**config.mk**
```make
export PLATFORM = sky130hd
export DESIGN_NAME = wdt_timer
export DESIGN_NICKNAME = d
export VERILOG_FILES = /design/src/wdt_pkg.sv /design/src/wdt_timer.sv
export SDC_FILE = /design/constraint.sdc
export NUM_CORES = 1
export LEC_CHECK = 0
export BUFFER_PORTS_ARGS = -buffer_cell sky130_fd_sc_hd__buf_2
export CAP_MARGIN = 20
export CORE_MARGIN = 10
export CORE_UTILIZATION = 56
export CTS_BUF_LIST = sky130_fd_sc_hd__clkbuf_8
export CTS_CLUSTER_SIZE = 14
export DETAILED_ROUTE_END_ITERATION = 6
export PLACE_DENSITY = 0.86
export SETUP_SLACK_MARGIN = 0.1
export SLEW_MARGIN = 0
export SYNTH_ARGS = -nofsm -noshare
export SYNTH_HDL_FRONTEND = slang
export SYNTH_SLANG_ARGS = --single-unit
```
**constraint.sdc**
```tcl
create_clock -name CLK -period 6 [get_ports CLK]
set_input_delay 0.3 -clock CLK [delete_from_list [all_inputs] [get_ports CLK]]
set_output_delay 0.3 -clock CLK [all_outputs]
set_load 0.1 [all_outputs]
```
**src/wdt_pkg.sv**
```systemverilog
/*
 * wdt_pkg: constants, register indexes, field positions and types of the
 * watchdog / interval timer.
 * Assumes one 100 MHz clock and an AHB-Lite bus with 32-bit data.
 */
package wdt_pkg;

    // clock and reset pulse timing
    localparam int unsigned CLK_PERIOD_NS = 10;
    localparam int unsigned RST_PULSE_NS = 1000;
    localparam int unsigned RST_PULSE_CYC = (RST_PULSE_NS + CLK_PERIOD_NS - 1) / CLK_PERIOD_NS;
    localparam int unsigned PULSE_W = 7;

    // counter clocking: cpu clock / 6 or rc oscillator ticks
    localparam int unsigned CPU_DIV = 6;
    localparam int unsigned DIV_W = 3;
    localparam int unsigned MIN_TIMEOUT_MS = 16;
    localparam int unsigned RC_TICK_US = 1000;
    localparam int unsigned BASE_TICKS = MIN_TIMEOUT_MS * 1000 / RC_TICK_US;
    localparam int unsigned CNT_W = 12;

    // register indexes, byte address is four times the index
    localparam int unsigned IDX_W = 10;
    localparam logic [9:0] IDX_CONTROL = 10'h0a7;
    localparam logic [9:0] IDX_FEED = 10'h0a8;
    localparam logic [9:0] IDX_STATUS = 10'h0b0;
    localparam logic [9:0] IDX_CLEAR = 10'h0b1;
    localparam logic [9:0] IDX_ENABLE = 10'h0b2;

    // control register fields
    localparam int unsigned CTL_OVF = 5;
    localparam int unsigned CTL_RUN = 4;
    localparam int unsigned CTL_CLK = 3;
    localparam int unsigned SEL_W = 3;
    localparam logic [7:0] CTL_RST_DOG = 8'h30;
    localparam logic [7:0] CTL_RST_ON = 8'h10;
    localparam logic [7:0] CTL_RST_OFF = 8'h00;

    // feed sequence bytes
    localparam logic [7:0] FEED_FIRST = 8'h1e;
    localparam logic [7:0] FEED_SECOND = 8'he1;

    // interrupt status bits
    localparam int unsigned ST_OVF = 0;
    localparam int unsigned ST_BADFEED = 1;
    localparam int unsigned ST_DOGRST = 2;
    localparam int unsigned ST_W = 3;

    // synchronised pin inputs
    localparam int unsigned SY_FUSE = 0;
    localparam int unsigned SY_RC = 1;
    localparam int unsigned SY_OTHER = 2;
    localparam int unsigned SY_PD = 3;
    localparam int unsigned SY_STABLE = 4;
    localparam int unsigned SY_W = 5;

    localparam int unsigned HTRANS_ACT = 1;

    typedef enum logic [1:0] {
        WDT_IDLE = 2'b00,
        WDT_PULSE = 2'b01,
        WDT_WAKE = 2'b11
    } wdt_rst_t;

endpackage : wdt_pkg

```
**src/wdt_timer.sv**
```systemverilog
/*
 * wdt_timer: watchdog and interval timer with its AHB-Lite register slave,
 * feed sequence checker, chip reset sequencer and interrupt logic.
 * Assumes: the rc oscillator arrives as a tick level on a pin, the fuse,
 * other reset, power-down and oscillator-stable levels are asynchronous
 * pins; the bus has this block as its only slave.
 */

module wdt_timer (
    // clock and reset
    input wire logic CLK,
    input wire logic RESET,
    // ahb-lite slave
    input wire logic HSEL,
    input wire logic [31:0] HADDR,
    input wire logic [1:0] HTRANS,
    input wire logic HWRITE,
    input wire logic [2:0] HSIZE,
    input wire logic [31:0] HWDATA,
    input wire logic HREADY,
    output logic [31:0] HRDATA,
    output logic HREADYOUT,
    output logic HRESP,
    // pins
    input wire logic DOG_ENABLE_FUSE,
    input wire logic RC_OSC_TICK,
    input wire logic OTHER_RESET,
    input wire logic POWER_DOWN,
    input wire logic OSC_STABLE,
    // chip reset and interrupt
    output logic CHIP_RESET,
    output logic OSC_RESTART,
    output logic IRQ
);
    import wdt_pkg::*;

    function automatic logic hit(input logic [9:0] idx, input logic [9:0] reg_idx);
        return idx == reg_idx;
    endfunction : hit

    // pin synchronisers
    logic [SY_W-1:0] in_raw;
    logic [SY_W-1:0] sync1_q;
    logic [SY_W-1:0] sync2_q;
    logic rc_prev_q;

    assign in_raw = {OSC_STABLE, POWER_DOWN, OTHER_RESET, RC_OSC_TICK, DOG_ENABLE_FUSE};

    genvar gi;
    generate
        for (gi = 0; gi < SY_W; gi++) begin : g_sync
            always_ff @(posedge CLK or posedge RESET) begin
                if (RESET) begin
                    sync1_q[gi] <= 1'b0;
                    sync2_q[gi] <= 1'b0;
                end else begin
                    sync1_q[gi] <= in_raw[gi];
                    sync2_q[gi] <= sync1_q[gi];
                end
            end
        end
    endgenerate

    always_ff @(posedge CLK or posedge RESET) begin
        if (RESET) begin
            rc_prev_q <= 1'b0;
        end else begin
            rc_prev_q <= sync2_q[SY_RC];
        end
    end

    wire fuse = sync2_q[SY_FUSE];
    wire other_rst = sync2_q[SY_OTHER];
    wire pwr_down = sync2_q[SY_PD];
    wire osc_ok = sync2_q[SY_STABLE];
    wire rc_tick = sync2_q[SY_RC] & ~rc_prev_q;

    // bus slave: address phase capture
    logic wr_pend_q;
    logic rd_pend_q;
    logic [IDX_W-1:0] idx_q;
    logic [31:0] rdata_q;

    wire take = HSEL & HREADY & HTRANS[HTRANS_ACT];
    wire addr_ok = (HADDR[31:12] == 20'h0_0000) & (HADDR[1:0] == 2'h0);
    wire [IDX_W-1:0] addr_idx = addr_ok ? HADDR[11:2] : {IDX_W{1'b1}};

    always_ff @(posedge CLK or posedge RESET) begin
        if (RESET) begin
            wr_pend_q <= 1'b0;
            rd_pend_q <= 1'b0;
            idx_q <= '0;
        end else begin
            wr_pend_q <= take & HWRITE;
            rd_pend_q <= take & ~HWRITE;
            if (take) begin
                idx_q <= addr_idx;
            end
        end
    end

    // reads take one wait state so data comes from a flop
    assign HREADYOUT = ~rd_pend_q;
    assign HRESP = 1'b0;
    assign HRDATA = rdata_q;

    wire wr_ctl_bus = wr_pend_q & hit(idx_q, IDX_CONTROL);
    wire wr_feed = wr_pend_q & hit(idx_q, IDX_FEED);
    wire wr_clear = wr_pend_q & hit(idx_q, IDX_CLEAR);
    wire wr_enable = wr_pend_q & hit(idx_q, IDX_ENABLE);
    wire [7:0] wbyte = HWDATA[7:0];

    // control register state
    logic ovf_q;
    logic run_q;
    logic clk_q;
    logic [SEL_W-1:0] sel_q;
    logic lock_q;
    logic armed_q;
    logic [CNT_W-1:0] cnt_q;
    logic [DIV_W-1:0] div_q;
    logic [ST_W-1:0] st_q;
    logic [ST_W-1:0] en_q;
    wdt_rst_t rs_q;
    wdt_rst_t rs_d;
    logic [PULSE_W-1:0] pulse_q;

    wire run_eff = run_q | fuse;
    wire clk_eff = clk_q & ~fuse;
    wire [7:0] ctl_view = {2'b00, ovf_q, run_eff, clk_eff, sel_q};

    // write-once lock while the fuse is set
    wire wr_ctl = wr_ctl_bus & ~(fuse & lock_q);

    // feed sequence checker
    wire feed_ok = wr_feed & armed_q & (wbyte == FEED_SECOND);
    wire feed_arm = wr_feed & (wbyte == FEED_FIRST);
    wire feed_bad = wr_feed & ~feed_ok & ~feed_arm;

    // counter tick source; held while any reset is in effect
    wire div_tick = (div_q == DIV_W'(CPU_DIV - 1));
    wire src_tick = clk_eff ? div_tick : rc_tick;
    wire hold = other_rst | (rs_q != WDT_IDLE);
    wire cnt_tick = run_eff & ~hold & src_tick;
    wire [CNT_W-1:0] limit = CNT_W'(BASE_TICKS) << sel_q;
    wire overflow = cnt_tick & (cnt_q == limit - CNT_W'(1));
    wire dog_to = overflow & fuse;
    wire int_ovf = overflow & ~fuse;

    always_ff @(posedge CLK or posedge RESET) begin
        if (RESET) begin
            div_q <= '0;
        end else if (div_tick) begin
            div_q <= '0;
        end else begin
            div_q <= div_q + DIV_W'(1);
        end
    end

    always_ff @(posedge CLK or posedge RESET) begin
        if (RESET) begin
            cnt_q <= '0;
        end else if (hold | feed_ok | overflow) begin
            cnt_q <= '0;
        end else if (cnt_tick) begin
            cnt_q <= cnt_q + CNT_W'(1);
        end
    end

    always_ff @(posedge CLK or posedge RESET) begin
        if (RESET) begin
            armed_q <= 1'b0;
        end else if (other_rst | dog_to) begin
            armed_q <= 1'b0;
        end else if (wr_feed) begin
            armed_q <= feed_arm;
        end
    end

    // control register: reset loads follow the cause
    always_ff @(posedge CLK or posedge RESET) begin
        if (RESET) begin
            ovf_q <= CTL_RST_OFF[CTL_OVF];
            run_q <= CTL_RST_OFF[CTL_RUN];
            clk_q <= CTL_RST_OFF[CTL_CLK];
            sel_q <= CTL_RST_OFF[SEL_W-1:0];
            lock_q <= 1'b0;
        end else if (dog_to) begin
            ovf_q <= CTL_RST_DOG[CTL_OVF];
            run_q <= CTL_RST_DOG[CTL_RUN];
            clk_q <= CTL_RST_DOG[CTL_CLK];
            sel_q <= CTL_RST_DOG[SEL_W-1:0];
            lock_q <= 1'b0;
        end else if (other_rst) begin
            ovf_q <= CTL_RST_OFF[CTL_OVF];
            run_q <= CTL_RST_OFF[CTL_RUN];
            clk_q <= CTL_RST_OFF[CTL_CLK];
            sel_q <= CTL_RST_OFF[SEL_W-1:0];
            lock_q <= 1'b0;
        end else begin
            ovf_q <= int_ovf | (ovf_q & ~feed_ok);
            if (wr_ctl) begin
                run_q <= wbyte[CTL_RUN];
                clk_q <= wbyte[CTL_CLK];
                sel_q <= wbyte[SEL_W-1:0];
                lock_q <= fuse;
            end
        end
    end

    // chip reset sequencer
    always_comb begin
        rs_d = rs_q;
        case (rs_q)
            WDT_IDLE: begin
                if (dog_to) begin
                    rs_d = pwr_down ? WDT_WAKE : WDT_PULSE;
                end
            end
            WDT_PULSE: begin
                if (pulse_q == PULSE_W'(RST_PULSE_CYC - 1)) begin
                    rs_d = WDT_IDLE;
                end
            end
            WDT_WAKE: begin
                if (osc_ok) begin
                    rs_d = WDT_PULSE;
                end
            end
            default: begin
                rs_d = WDT_IDLE;
            end
        endcase
    end

    always_ff @(posedge CLK or posedge RESET) begin
        if (RESET) begin
            rs_q <= WDT_IDLE;
        end else begin
            rs_q <= rs_d;
        end
    end

    always_ff @(posedge CLK or posedge RESET) begin
        if (RESET) begin
            pulse_q <= '0;
        end else if (rs_q == WDT_PULSE) begin
            pulse_q <= pulse_q + PULSE_W'(1);
        end else begin
            pulse_q <= '0;
        end
    end

    assign CHIP_RESET = (rs_q != WDT_IDLE);
    assign OSC_RESTART = (rs_q == WDT_WAKE);

    // interrupt status, set wins over clear
    wire [ST_W-1:0] st_set = {dog_to, feed_bad, int_ovf};
    wire [ST_W-1:0] st_clr = wr_clear ? HWDATA[ST_W-1:0] : '0;

    always_ff @(posedge CLK or posedge RESET) begin
        if (RESET) begin
            st_q <= '0;
            en_q <= '0;
        end else begin
            st_q <= st_set | (st_q & ~st_clr);
            if (wr_enable) begin
                en_q <= HWDATA[ST_W-1:0];
            end
        end
    end

    assign IRQ = |(st_q & en_q);

    // read data mux
    wire [31:0] rd_mux =
        hit(idx_q, IDX_CONTROL) ? {24'h00_0000, ctl_view} :
        hit(idx_q, IDX_STATUS) ? {{(32-ST_W){1'b0}}, st_q} :
        hit(idx_q, IDX_ENABLE) ? {{(32-ST_W){1'b0}}, en_q} :
        32'h0000_0000;

    always_ff @(posedge CLK or posedge RESET) begin
        if (RESET) begin
            rdata_q <= '0;
        end else if (rd_pend_q) begin
            rdata_q <= rd_mux;
        end
    end

endmodule : wdt_timer

```
==> reports/qor.yml <==
global_routing:
  grt_pass1_wl_um: 12500
  grt_max_degree: 68
  first_global_vias: 2672
  antenna_found_initial: 0
  grt-ovfl-total: 0
  grt_usage_pct: 15.5
cells_and_area:
  num_antenna_cells: 0
  area_delta_synth_final_pct: 12.8
  finish.net_count: 466
  stdcell_area_um2: 3800
  drive_above_1_share_pct: 22.7
place:
  placed_cell_area_um2: 3610
  place_ws_ns: 3.66
  post-dp-hpwl_um: 5340
  port_buffers: 60
  gp_congestion: 0.849
critical_path:
  slowest_stage: "dfrtp_1"
  endpoint_kind: "flop"
  arrival_ns: 2.61
  path_class: "reg2reg"
  crit_path_max_incr_delay_ns: 0.51
  path_cells: "or3_1 -> a211oi_1 -> o211ai_1 -> nor3_2 -> o21ba_2 -> mux2i_1"
  path_max_fanout: 11
  cp.required_ns: 6.25
  critical_path_buf_inv_count: 0
  startpoint_type: "flop"
  crit_cells: 6
  reg2reg_depth: 6
  crit_family: "simple AND/OR/NAND/NOR gates"
detailed_routing:
  drtIter0Drc: 137
  dr_total_vias: 2550
  ant_nets: 0
  drc: 0
  wl_per_cell_um: 15.6
  dr.pass1.iters: 4
  routed_via_density: 5.52
  drt-total-wl_um: 7220
die:
  die_x_um: 97.5
  die_area_um2: 9510
  die_y_um: 97.5
  ios: 116
  initial_core_util_pct: 57.2
  rows: 28
  core_um2: 5890
synth:
  synth_top_area_share_pct: 49.8
  synth_cells: 320
  synth_edf_count: 0
  ys.flop_type: "dfrtp_1"
  synthArstFlopShare_pct: 100
  synth_largest_area_cell: "dfrtp_1"
  synthTopCellsByArea: "dfrtp_1 (50%), buf_4 (6.0%), o22a_1 (2.6%)"
  yosysSeqAreaShare_pct: 49.8
  ys_types: 61
  avgSynthCellArea_um2: 10.5
  netlist_area_um2: 3370
  ys_seq_elements: 67
  ys_warn_count: 0
power:
  power_density_nw_per_um2: 262
  max-vdd-ir-drop_uv: 169
  power_leakage_nw: 1.80
timing:
  rsz0062_at_grt: "no"
  whs_ns: 0.0579
  worstMarginPinSlew_ns: 0.822
  setup_viol: 0
  period_minus_slack_ns: 2.35
  period_share_pct: 39.2
  slew_violations: 0
  finalSetupTns_ns: 0
  clock_skew_ns: 0.00925
  hold_violations: 0
  slew_headroom_pct: 45.2
  setup_ws_ns: 3.65
  max_freq_mhz: 425
cts:
  cts_hold_buf: 0
  clock_sinks: 67
  cts-root-buf: "clkbuf_8"
  numCtsBuffers: 9
  path_clk_slew_ns: 0.07
  cts_resized: 0
  cts_tree: "done"
  h-tree-depth: 3
  post_cts_buffers: 0
  cts_buffer_depth: 2
  clk_latency_ns: 0.35
outcome:
  status: "finished clean"
run:
  drv_cap: 0
min_path:
  hold_class: "in2reg"
  hold_path_depth: 1
-- synth_stat cells, types with 6 or more instances --
master and n:
a21oi_1 8, and2_1 7, buf_4 27, dfrtp_1 67, inv_1 12, mux2_2 6, mux2i_1 8, nand2_1 20
nand3_1 8, nor2_1 21, nor3_1 10, nor4_1 6, o21ai_0 12, o22a_1 10, or3_1 6, xor2_1 8
-- power by group --
group | switching (W) | total, W | internal, W
clock | 0.000162 | 0.000359 | 0.000197
combinational | 0.000143 | 0.000170 | 0.0000270
sequential | 0.00000672 | 0.000468 | 0.000461
-- layout by cell type, fill, tap and decap left out, types with 6 or more instances in the layout --
cell,instances
nor4_1,6
nand2_1,20
nor2_1,21
mux2i_1,8
nor3_1,10
buf_2,60
dfrtp_1,67
inv_1,15
o22a_1,10
a21oi_1,8
clkbuf_8,10
o21ai_0,12
or3_1,6
nand3_1,8
mux2_2,6
xor2_1,8
conb_1,27
and2_1,7
-- area by class of cell --
| type | instances | area, um2 |
|---|---|---|
| repair buffers | 61 | 308 |
| fillers | 473 | 2090 |
| flip-flops and latches | 67 | 1680 |
| clock buffers | 10 | 138 |
| clock inverters | 6 | 50.0 |
| multi-input cells | 231 | 1490 |
| well taps | 75 | 93.8 |
| inverters | 12 | 45.0 |
-- cell families (layout without fill, tap and decap cells) --
family | after synthesis | in the layout | share of synthesized area (%)
AND/OR/NAND/NOR | 117 | 117 | 19.8
flip-flops | 67 | 67 | 49.8
AO/OA/AOI/OAI | 55 | 55 | 11.7
buffers and inverters | 48 | 89 | 8.92
multiplexers | 14 | 14 | 4.38
XOR/XNOR | 13 | 13 | 3.38
adder cells (fa/ha/maj) | 5 | 5 | 1.86
other | 1 | 27 | 0.111
-- state kept, by name, indices dropped and copies added (netlist names), 3 cells and up --
register  cells
sel_q         3
HRDATA        6
en_q          3
idx_q        10
sync1_q       5
cnt_q        12
div_q         3
st_q          3
pulse_q       7
-- metrics by stage --
stage	utilization (%)	cells	total power [W]
6_report	64.5	462	0.000996
5_1_grt	64.5	462	0.00103
4_1_cts	64.5	462	0.00100
3_5_place_dp	61.4	446	0.000647
3_3_place_gp	61.4	446	0.000644
2_1_floorplan	-	346	0.000629
-- worst reg2reg max path: stages (launching register included) --
cell      delay [ns]
dfrtp_1         0.51
or3_1           0.41
a211oi_1        0.22
o211ai_1        0.16
nor3_2          0.51
o21ba_2         0.25
mux2i_1         0.21
-- worst paths after layout --
| path | start | slack (ns) | end |
|---|---|---|---|
| max reg2reg | sel_q[2]$_DFFE_PP0P_ | 3.65 | rs_q[0]$_DFFE_PP0P_ |
| min reg2reg | sync1_q[0]$_DFF_PP0_ | 0.35 | fuse$_DFF_PP0_ |
| max | sel_q[2]$_DFFE_PP0P_ | 3.65 | rs_q[0]$_DFFE_PP0P_ |
| min in group asynchronous | RESET | 0.21 | div_q[2]$_DFF_PP0_ |
| min | OSC_STABLE | 0.06 | sync1_q[4]$_DFF_PP0_ |
| max in group asynchronous | RESET | 5.27 | clk_q$_DFFE_PP0P_ |
-- layer usage --
metal | vias to the layer above | wire (um) | global-route usage (%)
met5 | - | 0 | 0
met4 | 0 | 130 | 6.71
met3 | 12 | 619 | 6.54
met2 | 98 | 3400 | 24.3
met1 | 1226 | 3070 | 18.1
li1 | 1214 | - | -
Power figures use the tool's default switching activity.
